**src/rtl/serial_ports_pkg.sv**
```systemverilog
package serial_ports_pkg;

    // control port addresses
    localparam logic [7:0] RX_DIV_ADDR = 8'h40;
    localparam logic [7:0] RX_CTRL_ADDR = 8'h41;
    localparam logic [7:0] TX_DIV_ADDR = 8'h48;
    localparam logic [7:0] TX_CTRL_ADDR = 8'h49;

    localparam logic [7:0] DIV_RESET = 8'h00;
    localparam logic [7:0] CTRL_RESET = 8'h00;

    // divide field of zero selects the longest period
    localparam logic [8:0] DIV_MAX = 9'h100;

    localparam logic [5:0] ONE_WORD_BITS = 6'h10;
    localparam logic [5:0] TWO_WORD_BITS = 6'h20;

    typedef struct packed {
        logic [2:0] reserved;
        logic selB;
        logic selA;
        logic idleHiZ;
        logic enable;
        logic invert;
    } rxCtrl_t;

    typedef struct packed {
        logic [3:0] reserved;
        logic selB;
        logic selA;
        logic enable;
        logic invert;
    } txCtrl_t;

    typedef struct packed {
        logic [15:0] chanA;
        logic [15:0] chanB;
    } samplePair_t;

    typedef enum logic [1:0] {
        PORT_IDLE = 2'b01,
        PORT_DATA = 2'b10
    } portState_t;

endpackage : serial_ports_pkg

```
**src/rtl/bit_clock_divider.sv**
```systemverilog
`timescale 1ns/10ps
module bit_clock_divider (
    input wire logic clk,
    input wire logic srst,
    input wire logic run,
    input wire logic invert,
    input wire logic [7:0] divide,
    output logic pinLevel,
    output logic riseTick,
    output logic fallTick
);

    logic [8:0] cnt_q, cnt_d;
    logic [8:0] period;
    logic [8:0] half;
    logic level_q, level_d;
    logic pin_q, pin_d;
    logic running;

    ////////////////////////////////////////////////////////////////////////////////
    always_comb begin
        // [RL4] divide by field
        period = (divide == 8'h00) ? serial_ports_pkg::DIV_MAX : {1'b0, divide};
        half = period >> 1;
        // a clock already high finishes its half period before stopping
        running = run | level_q;
        if (!running) begin
            cnt_d = period - 9'h001;
            level_d = 1'b0;
        end else begin
            cnt_d = (cnt_q >= period - 9'h001) ? 9'h000 : cnt_q + 9'h001;
            level_d = (cnt_d < half);
        end
        // [RL10] low when stopped
        pin_d = running ? (level_d ^ invert) : 1'b0;
        riseTick = level_d & ~level_q;
        fallTick = ~level_d & level_q;
    end

    always_ff @(posedge clk) begin
        if (srst) begin
            cnt_q <= 9'h000;
            level_q <= 1'b0;
            pin_q <= 1'b0;
        end else begin
            cnt_q <= cnt_d;
            level_q <= level_d;
            pin_q <= pin_d;
        end
    end

    assign pinLevel = pin_q;
endmodule : bit_clock_divider

```
**src/rtl/serial_sample_ports.sv**
```systemverilog
`timescale 1ns/10ps
// How it works
// [RL1] rx port is master, short frame sync
// [RL2] both rx words sent serially, msb first
// [RL3] unselected rx channel is skipped
// [RL4] rx bit clock divides system clock 2..256
// [RL5] software keeps rx clock 32x sample rate
// [RL6] integer rx clock ratio avoids jitter
// [RL7] rx select bits include or skip channels
// [RL8] rx idle data is hi-z or low
// [RL9] rx enable runs clock; frame needs channel
// [RL10] rx disabled: clock low, samples dropped
// [RL11] rx frame completes after disable
// [RL12] rx clock invert; fixed while enabled
// [RL13] tx port is master; msb first input
// [RL14] unselected tx channel is skipped
// [RL15] tx bit clock divides system clock 2..256
// [RL16] software keeps tx clock 32x sample rate
// [RL17] integer tx clock ratio avoids jitter
// [RL18] tx select bits accept or skip channels
// [RL19] tx enable runs clock; frame needs channel
// [RL20] tx disabled: clock low after frame
// [RL21] tx clock invert; fixed while enabled
// [RL22] tx channel gets zeros before enable
// [RL23] tx disable repeats last word, underrun
// [RL24] channel a first, sync one bit before
// [RL25] data on active edge, sample opposite
module serial_sample_ports (
    input wire logic clk,
    input wire logic srst,
    input wire logic regWrEn,
    input wire logic [7:0] regAddr,
    input wire logic [7:0] regWrData,
    input wire logic rxChanEnA,
    input wire logic rxChanEnB,
    input wire logic rxSampleValid,
    input wire serial_ports_pkg::samplePair_t rxSample,
    output logic rxBitClock,
    output logic rxFramePulse,
    output logic rxData,
    output logic rxDataOeN,
    input wire logic txChanEnA,
    input wire logic txChanEnB,
    input wire logic txRequest,
    input wire logic txData,
    output logic txBitClock,
    output logic txFramePulse,
    output serial_ports_pkg::samplePair_t txWords,
    output logic txWordsValid,
    output logic txUnderrun
);

    function automatic logic [5:0] frameBits(input logic useA, input logic useB);
        frameBits = (useA && useB) ? serial_ports_pkg::TWO_WORD_BITS
                                   : serial_ports_pkg::ONE_WORD_BITS;
    endfunction : frameBits

    ////////////////////////////////////////////////////////////////////////////////
    // control registers, write only
    logic [7:0] rxDiv_q, rxDiv_d, txDiv_q, txDiv_d;
    serial_ports_pkg::rxCtrl_t rxCtrl_q, rxCtrl_d;
    serial_ports_pkg::txCtrl_t txCtrl_q, txCtrl_d;

    always_comb begin
        rxDiv_d = rxDiv_q;
        txDiv_d = txDiv_q;
        rxCtrl_d = rxCtrl_q;
        txCtrl_d = txCtrl_q;
        if (regWrEn) begin
            unique case (regAddr)
                serial_ports_pkg::RX_DIV_ADDR: rxDiv_d = regWrData;
                serial_ports_pkg::RX_CTRL_ADDR: rxCtrl_d = regWrData;
                serial_ports_pkg::TX_DIV_ADDR: txDiv_d = regWrData;
                serial_ports_pkg::TX_CTRL_ADDR: txCtrl_d = regWrData;
                default: ;
            endcase
        end
    end

    always_ff @(posedge clk) begin
        if (srst) begin
            rxDiv_q <= serial_ports_pkg::DIV_RESET;
            txDiv_q <= serial_ports_pkg::DIV_RESET;
            rxCtrl_q <= serial_ports_pkg::CTRL_RESET;
            txCtrl_q <= serial_ports_pkg::CTRL_RESET;
        end else begin
            rxDiv_q <= rxDiv_d;
            txDiv_q <= txDiv_d;
            rxCtrl_q <= rxCtrl_d;
            txCtrl_q <= txCtrl_d;
        end
    end

    ////////////////////////////////////////////////////////////////////////////////
    // rx port: shifts sample words out to the dsp
    serial_ports_pkg::portState_t rxState_q, rxState_d;
    logic rxPend_q, rxPend_d, rx_frame_pulse_q, rx_frame_pulse_d, rxData_q, rxData_d, rxOeN_q, rxOeN_d;
    logic [31:0] rxWord_q, rxWord_d;
    logic [5:0] rxLeft_q, rxLeft_d, rxLen_q, rxLen_d;
    logic rxRise, rxUseA, rxUseB, rxCanStart;

    // [RL11] clock runs until frame ends
    // [RL12] invert from control
    bit_clock_divider rxDivider (
        .clk(clk),
        .srst(srst),
        .run(rxCtrl_q.enable || rx_frame_pulse_q || (rxState_q == serial_ports_pkg::PORT_DATA)),
        .invert(rxCtrl_q.invert),
        .divide(rxDiv_q),
        .pinLevel(rxBitClock),
        .riseTick(rxRise),
        .fallTick()
    );

    always_comb begin
        rxPend_d = rxPend_q;
        rxWord_d = rxWord_q;
        rxLeft_d = rxLeft_q;
        rxLen_d = rxLen_q;
        rxState_d = rxState_q;
        rx_frame_pulse_d = rx_frame_pulse_q;
        rxData_d = rxData_q;
        rxOeN_d = rxOeN_q;
        // [RL7] select gates channel
        rxUseA = rxCtrl_q.selA & rxChanEnA;
        rxUseB = rxCtrl_q.selB & rxChanEnB;
        // [RL9] frame needs port and channel
        rxCanStart = rxCtrl_q.enable & (rxUseA | rxUseB) & rxPend_q;
        // [RL10] samples dropped while off
        if (!rxCtrl_q.enable) begin
            rxPend_d = 1'b0;
        end else if (rxSampleValid) begin
            rxPend_d = 1'b1;
        end
        // [RL25] outputs move on active edge
        if (rxRise) begin
            if (rx_frame_pulse_q) begin
                rx_frame_pulse_d = 1'b0;
                rxState_d = serial_ports_pkg::PORT_DATA;
                rxLeft_d = rxLen_q;
                // [RL2] msb first
                rxData_d = rxWord_q[31];
                rxOeN_d = 1'b0;
                rxWord_d = {rxWord_q[30:0], 1'b0};
            end else if (rxState_q == serial_ports_pkg::PORT_DATA) begin
                if (rxLeft_q == 6'h01) begin
                    rxState_d = serial_ports_pkg::PORT_IDLE;
                end else begin
                    rxData_d = rxWord_q[31];
                    rxWord_d = {rxWord_q[30:0], 1'b0};
                    rxLeft_d = rxLeft_q - 6'h01;
                end
            end
            // [RL1] sync pulse one bit before data
            if (rxCanStart && !rx_frame_pulse_q &&
                (rxState_q == serial_ports_pkg::PORT_IDLE || rxLeft_q <= 6'h02)) begin
                rx_frame_pulse_d = 1'b1;
                rxPend_d = rxSampleValid;
                rxLen_d = frameBits(rxUseA, rxUseB);
                // [RL3] skip unselected channel
                // [RL24] channel a word first
                rxWord_d = rxUseA ? {rxSample.chanA, rxUseB ? rxSample.chanB : 16'h0000}
                                  : {rxSample.chanB, 16'h0000};
            end
        end
        // [RL8] idle line level
        if (rxState_d == serial_ports_pkg::PORT_IDLE) begin
            rxData_d = 1'b0;
            rxOeN_d = rxCtrl_q.idleHiZ;
        end
    end

    // sample is held by the channel until the frame pulse takes it
    always_ff @(posedge clk) begin
        if (srst) begin
            rxState_q <= serial_ports_pkg::PORT_IDLE;
            rxPend_q <= 1'b0;
            rx_frame_pulse_q <= 1'b0;
            rxData_q <= 1'b0;
            rxOeN_q <= 1'b0;
            rxWord_q <= 32'h0000_0000;
            rxLeft_q <= 6'h00;
            rxLen_q <= 6'h00;
        end else begin
            rxState_q <= rxState_d;
            rxPend_q <= rxPend_d;
            rx_frame_pulse_q <= rx_frame_pulse_d;
            rxData_q <= rxData_d;
            rxOeN_q <= rxOeN_d;
            rxWord_q <= rxWord_d;
            rxLeft_q <= rxLeft_d;
            rxLen_q <= rxLen_d;
        end
    end

    assign rxFramePulse = rx_frame_pulse_q;
    assign rxData = rxData_q;
    assign rxDataOeN = rxOeN_q;

    ////////////////////////////////////////////////////////////////////////////////
    // tx port: shifts sample words in from the dsp
    serial_ports_pkg::portState_t txState_q, txState_d;
    logic txSync1_q, txSync2_q;
    logic txPend_q, txPend_d, tx_frame_pulse_q, tx_frame_pulse_d, txEver_q, txEver_d;
    logic txValid_q, txValid_d, txUnder_q, txUnder_d, txUseA_q, txUseA_d, txUseB_q, txUseB_d;
    logic [31:0] txShift_q, txShift_d;
    logic [5:0] txLeft_q, txLeft_d;
    serial_ports_pkg::samplePair_t txWords_q, txWords_d;
    logic txRise, txFall, txUseA, txUseB;

    // [RL20] clock runs until frame ends
    // [RL21] invert from control
    bit_clock_divider txDivider (
        .clk(clk),
        .srst(srst),
        .run(txCtrl_q.enable || tx_frame_pulse_q || (txState_q == serial_ports_pkg::PORT_DATA)),
        .invert(txCtrl_q.invert),
        .divide(txDiv_q),
        .pinLevel(txBitClock),
        .riseTick(txRise),
        .fallTick(txFall)
    );

    always_comb begin
        txState_d = txState_q;
        txPend_d = txPend_q;
        tx_frame_pulse_d = tx_frame_pulse_q;
        txShift_d = txShift_q;
        txLeft_d = txLeft_q;
        txWords_d = txWords_q;
        txUseA_d = txUseA_q;
        txUseB_d = txUseB_q;
        txValid_d = 1'b0;
        txUnder_d = 1'b0;
        // [RL18] select gates channel
        txUseA = txCtrl_q.selA & txChanEnA;
        txUseB = txCtrl_q.selB & txChanEnB;
        txEver_d = (txEver_q | txCtrl_q.enable) & (txChanEnA | txChanEnB);
        if (txRequest) begin
            if (txCtrl_q.enable) begin
                txPend_d = 1'b1;
            end else if (txEver_q) begin
                // [RL23] repeat last word, flag
                txUnder_d = 1'b1;
                txValid_d = 1'b1;
            end else begin
                // [RL22] zeros before enable
                txWords_d = 32'h0000_0000;
                txValid_d = 1'b1;
            end
        end
        if (txRise) begin
            if (tx_frame_pulse_q) begin
                tx_frame_pulse_d = 1'b0;
                txState_d = serial_ports_pkg::PORT_DATA;
                txLeft_d = frameBits(txUseA_q, txUseB_q);
            end
            // [RL19] frame needs port and channel
            if (txPend_q && txCtrl_q.enable && (txUseA | txUseB) && !tx_frame_pulse_q &&
                (txState_q == serial_ports_pkg::PORT_IDLE || txLeft_q == 6'h01)) begin
                tx_frame_pulse_d = 1'b1;
                txPend_d = txRequest;
                txUseA_d = txUseA;
                txUseB_d = txUseB;
            end
        end
        // [RL25] input sampled on opposite edge
        if (txFall && txState_q == serial_ports_pkg::PORT_DATA) begin
            // [RL13] msb arrives first
            txShift_d = {txShift_q[30:0], txSync2_q};
            txLeft_d = txLeft_q - 6'h01;
            if (txLeft_q == 6'h01) begin
                txState_d = serial_ports_pkg::PORT_IDLE;
                txValid_d = 1'b1;
                // [RL14] skip unselected channel
                if (txUseA_q && txUseB_q) begin
                    txWords_d = txShift_d;
                end else if (txUseA_q) begin
                    txWords_d.chanA = txShift_d[15:0];
                end else begin
                    txWords_d.chanB = txShift_d[15:0];
                end
            end
        end
    end

    // pin input crosses in through two flops before the shifter sees it
    always_ff @(posedge clk) begin
        if (srst) begin
            txSync1_q <= 1'b0;
            txSync2_q <= 1'b0;
            txState_q <= serial_ports_pkg::PORT_IDLE;
            txPend_q <= 1'b0;
            tx_frame_pulse_q <= 1'b0;
            txEver_q <= 1'b0;
            txValid_q <= 1'b0;
            txUnder_q <= 1'b0;
            txUseA_q <= 1'b0;
            txUseB_q <= 1'b0;
            txShift_q <= 32'h0000_0000;
            txLeft_q <= 6'h00;
            txWords_q <= 32'h0000_0000;
        end else begin
            txSync1_q <= txData;
            txSync2_q <= txSync1_q;
            txState_q <= txState_d;
            txPend_q <= txPend_d;
            tx_frame_pulse_q <= tx_frame_pulse_d;
            txEver_q <= txEver_d;
            txValid_q <= txValid_d;
            txUnder_q <= txUnder_d;
            txUseA_q <= txUseA_d;
            txUseB_q <= txUseB_d;
            txShift_q <= txShift_d;
            txLeft_q <= txLeft_d;
            txWords_q <= txWords_d;
        end
    end

    assign txFramePulse = tx_frame_pulse_q;
    assign txWords = txWords_q;
    assign txWordsValid = txValid_q;
    assign txUnderrun = txUnder_q;

    logic rxStart;
    assign rxStart = rxRise && rx_frame_pulse_q;
endmodule : serial_sample_ports

```
**config.mk**
```make
export PLATFORM = sky130hd
export DESIGN_NAME = serial_sample_ports
export DESIGN_NICKNAME = d
export VERILOG_FILES = /design/src/rtl/serial_ports_pkg.sv /design/src/rtl/bit_clock_divider.sv /design/src/rtl/serial_sample_ports.sv
export SDC_FILE = /design/constraint.sdc
export NUM_CORES = 1
export LEC_CHECK = 0
export BUFFER_PORTS_ARGS = -buffer_cell sky130_fd_sc_hd__buf_4
export CAP_MARGIN = 30
export CORE_MARGIN = 2
export CORE_UTILIZATION = 45
export CTS_BUF_LIST = sky130_fd_sc_hd__clkbuf_4
export CTS_CLUSTER_DIAMETER = 60
export DETAILED_ROUTE_END_ITERATION = 16
export PLACE_DENSITY = 0.65
export SYNTH_ARGS = -nofsm -noshare
export SYNTH_HDL_FRONTEND = slang
export SYNTH_SLANG_ARGS = --single-unit
```
**constraint.sdc**
```tcl
create_clock -name clk -period 9.57 [get_ports clk]
set_clock_uncertainty 0.05 [all_clocks]
set_input_delay 0.957 -clock clk [delete_from_list [all_inputs] [get_ports clk]]
set_output_delay 0.957 -clock clk [all_outputs]
set_load 0.03 [all_outputs]
```
==> run_results.csv <==
group,metric,value,unit
critical_path,crit_path_start,"rxDiv_q[3]",
sta,rsz0062_at_grt,"false",
detailed_routing,drc,0,
worst_hold_path,min_path_cells,1,
critical_path,list_of_cells_traversed_by_the_critical_path,"or4_4 > or3_1 > a21oi_1 > and3_1 > xnor2_1 > ha_1 > nand4_1 > or3_1 > o311ai_1 > buf_4 > nor2_1 > ha_1 > nand4_1 > nor2_1 > a2111oi_4 > o2111ai_2 > a21oi_4 > buf_4 > nor2_1 > a311oi_1",
final_layout,layout.nets,1180,
floorplanning,boundaryPins,98,
power_and_ir_drop,switching_share,0.292,
critical_path,crit_path_start_kind,"flip-flop",
synth,yosys_warnings,0,
clock_tree,cts.hold.buffers_added,0,
sta,pin_slew_with_the_least_headroom_to_its_limit,0.971,ns
critical_path,cp_data_arrival_time,6.11,ns
clock_tree,cts_resized,0,
final_layout,stdcell_count,1360,
critical_path,cpPeakStageDelay,0.57,ns
detailed_routing,first_pass_iters,5,
synth,dominantRegCellSynth,"sky130_fd_sc_hd__dfxtp_1",
synth,synthesis.instances,1008,
place,dp.final_hpwl,13200,µm
floorplanning,initial_core_util,0.454,
synth,synthDistinctLibCells,70,
floorplanning,fp.dieW,144,µm
floorplanning,rows,51,
sta,slew_headroom,0.352,
detailed_routing,dr.first_iter.drc_count,355,
run_status,outcome,"complete, no violations",
worst_hold_path,hp-class,"reg -> reg",
global_route,grt_antenna_before_repair,1,
power_and_ir_drop,power_frac_comb,0.058,
power_and_ir_drop,finalPower,1260,µW
critical_path,critical_path.slowest_cell,"sky130_fd_sc_hd__or4_4",
sta,finalSetupViolCount,0,
global_route,grt_pass1_vias,6618,
worst_hold_path,timing.hold.worst.start,"txSync1_q",
sta,maxClockFrequency,177,MHz
clock_tree,cts.path.max_buffers,2,
floorplanning,fp.coreArea,19300,µm²
global_route,grt_overflow,0,
power_and_ir_drop,switching_power,368,µW
critical_path,crit_path_frequent_cell,"sky130_fd_sc_hd__nor2_1",
global_route,grt_first_pass_wirelength,31800,µm
sta,holdWs,0.390,ns
floorplanning,die_area,20600,µm²
power_and_ir_drop,seqPwrFrac,0.581,
detailed_routing,total_number_of_vias,7089,
power_and_ir_drop,power.clock.fraction,0.361,
place,io_buffer_count,97,
detailed_routing,wl_per_cell,13.9,µm
power_and_ir_drop,leakage,0.00390,µW
critical_path,worst-r2r-cell-count,20,
sta,finalHoldViolCount,0,
place,global_placement_routability_congestion,0.824,
power_and_ir_drop,ir_worst_vdd,0.0666,mV
synth,yosys_register_bits,173,
place,placedCellCount,1327,
global_route,track_usage,0.190,
clock_tree,post_cts_clock_slew_at_the_launch_and_capture_registers_of_the_worst_setup_and_hold_paths,0.16,ns
synth,synth_area_per_cell,8.69,µm²
sta,finalMaxSlewViolations,0,
clock_tree,cts_root_buf,"sky130_fd_sc_hd__clkbuf_4",
synth,synth.yosys.seq_area_share,0.395,
synth,yosysMostFrequentCell,"sky130_fd_sc_hd__dfxtp_1",
clock_tree,cts_buffers,17,
power_and_ir_drop,intPower,891,µW
critical_path,setup.worst_path.end_class,"flip-flop",
final_layout,nFillCells,1883,
synth,synth-edff-count,0,
critical_path,data_required_time_at_the_worst_endpoint,10.03,ns
synth,synth_top_area_share,0.395,
detailed_routing,route.detailed.vias_per_inst,5.21,
global_route,grt_max_degree,94,
clock_tree,post-cts-setup-buffers,0,
synth,synth.top_cells.by_area,"sky130_fd_sc_hd__dfxtp_1, sky130_fd_sc_hd__mux2i_1, sky130_fd_sc_hd__ha_1",
synth,ys_top_cells_by_count,"sky130_fd_sc_hd__dfxtp_1, sky130_fd_sc_hd__nor2_1, sky130_fd_sc_hd__mux2i_1",
sta,layout_worst_path_cycle_share,0.590,
critical_path,setup.worst_path.class,"reg -> reg",
floorplanning,die_h,144,µm
clock_tree,clock_sink_count,173,
synth,syn_area,8760,µm²
detailed_routing,finalWirelength,18900,µm
critical_path,maximum_fanout_encountered_on_the_critical_timing_path,48,
power_and_ir_drop,power_density,126,nW/µm²
clock_tree,clock_insertion_delay_worst_skew,0.61,ns
sta,final.setup.tns,0,ns
clock_tree,tritoncts,"yes",
synth,yosysTopAreaCell,"sky130_fd_sc_hd__dfxtp_1",
flow_run,timing.max_cap.violations,0,
critical_path,crit-reg2reg-launch,"rxDiv_q[3]",
final_layout,flow.area_growth_from_synthesis,14.3,%
sta,min_clock_period_post_route,5.65,ns
synth,async_flop_share,0,
clock_tree,htree_num_levels,4,
final_layout,share_of_post_route_cells_with_drive_strength_above_1,0.145,
detailed_routing,final_antenna_violating_net_count,0,
[routing by layer]
layer | vias up | part of all wire | global-route usage
met5 | - | 0 | 0
met2 | 110 | 0.45 | 0.298
met3 | 12 | 0.033 | 0.0380
met1 | 3266 | 0.51 | 0.267
met4 | 0 | 0.0095 | 0.0485
li1 | 3701 | - | -
[final cells by class]
type | count | area (µm²) | share of cell area
timing repair buffer | 109 | 855 | 0.0854
inverter | 32 | 120 | 0.0120
multi-input combinational | 748 | 4900 | 0.490
clock inverter | 15 | 205 | 0.0205
tap | 265 | 332 | 0.0331
antenna | 1 | 2.50 | 0.000250
sequential | 173 | 3460 | 0.346
clock buffer | 17 | 128 | 0.0128
[logic make-up (layout without fill, tap and decap cells)]
group                    Yosys count  in the layout  synth area share
AO/OA/AOI/OAI                    161            161             0.125
XOR/XNOR                          24             24            0.0240
adder cells (fa/ha/maj)           41             41            0.0586
buffers and inverters             88            173            0.0463
flip-flops                       173            173             0.395
multiplexers                     106            106             0.121
other                              1              3          0.000428
AND/OR/NAND/NOR                  414            414             0.229
[final timing paths]
path / slack, ns / end
worst max-delay path: 3.92 / rxWord_q[14]
worst min register to register: 0.39 / txSync2_q
worst max register to register: 3.92 / rxWord_q[14]
worst min-delay path: 0.39 / txSync2_q
[flip-flops by register name (all words and copies together), names as in the netlist, 4 cells and up]
name / flops
rxCtrl_q: 5
rxDiv_q: 8
rxDivider.cnt_q: 9
rxLeft_q: 6
rxWord_q: 32
txCtrl_q: 4
txDiv_q: 8
txDivider.cnt_q: 9
txLeft_q: 6
txShift_q: 31
txWords: 32
[power groups by stage]
stage | logic, µW | clock network (µW) | registers, µW
2_1_floorplan | 41.3 | 0 | 745
3_3_place_gp | 72.4 | 0 | 746
3_5_place_dp | 73.3 | 0 | 746
4_1_cts | 73.5 | 472 | 731
5_1_grt | 82.8 | 500 | 732
6_report | 73.3 | 455 | 731
[worst max-delay path, delay by kind of cell, from the launching register on]
family	cells	cell delay, ns
fa+ha+maj	2	0.62
xor+xnor	1	0.12
buf+inv	2	0.73
compound gates	6	1.55
flops	1	0.40
simple gates	9	2.09
[metrics by stage]
stage	worst slack, ns	instance area, µm²	util
finish	3.92	10000	0.519
detailed placement	3.92	9670	0.502
floorplan	4.67	8760	-
global route	3.50	10000	0.519
CTS	3.91	10000	0.519
global placement	3.96	9610	0.499
[placed cells by master (no fill, tap or decap), types with 3 or more instances in the layout]
cell / count
sky130_fd_sc_hd__nand4_1: 6
sky130_fd_sc_hd__clkinv_8: 6
sky130_fd_sc_hd__nor2b_1: 8
sky130_fd_sc_hd__nor2_1: 134
sky130_fd_sc_hd__and2_1: 3
sky130_fd_sc_hd__mux2i_1: 106
sky130_fd_sc_hd__nor4_1: 5
sky130_fd_sc_hd__or3_1: 22
sky130_fd_sc_hd__xnor2_1: 18
sky130_fd_sc_hd__o31ai_1: 3
sky130_fd_sc_hd__inv_8: 3
sky130_fd_sc_hd__inv_12: 3
sky130_fd_sc_hd__o21a_1: 4
sky130_fd_sc_hd__or4_1: 6
sky130_fd_sc_hd__nand2_1: 89
sky130_fd_sc_hd__nand3_1: 65
sky130_fd_sc_hd__nor3b_1: 4
sky130_fd_sc_hd__o21ai_0: 25
sky130_fd_sc_hd__clkbuf_4: 17
sky130_fd_sc_hd__nand3b_1: 5
sky130_fd_sc_hd__or2_1: 3
sky130_fd_sc_hd__a21oi_1: 46
sky130_fd_sc_hd__buf_4: 106
sky130_fd_sc_hd__ha_1: 41
sky130_fd_sc_hd__a22oi_1: 3
sky130_fd_sc_hd__a31oi_1: 4
sky130_fd_sc_hd__nand2b_1: 35
sky130_fd_sc_hd__dfxtp_1: 173
sky130_fd_sc_hd__inv_1: 30
sky130_fd_sc_hd__o21ai_1: 25
sky130_fd_sc_hd__a211oi_1: 5
sky130_fd_sc_hd__xor2_1: 6
sky130_fd_sc_hd__a311oi_1: 17
sky130_fd_sc_hd__nor3_1: 14
Note: power is estimated with default switching activity, not from simulation.
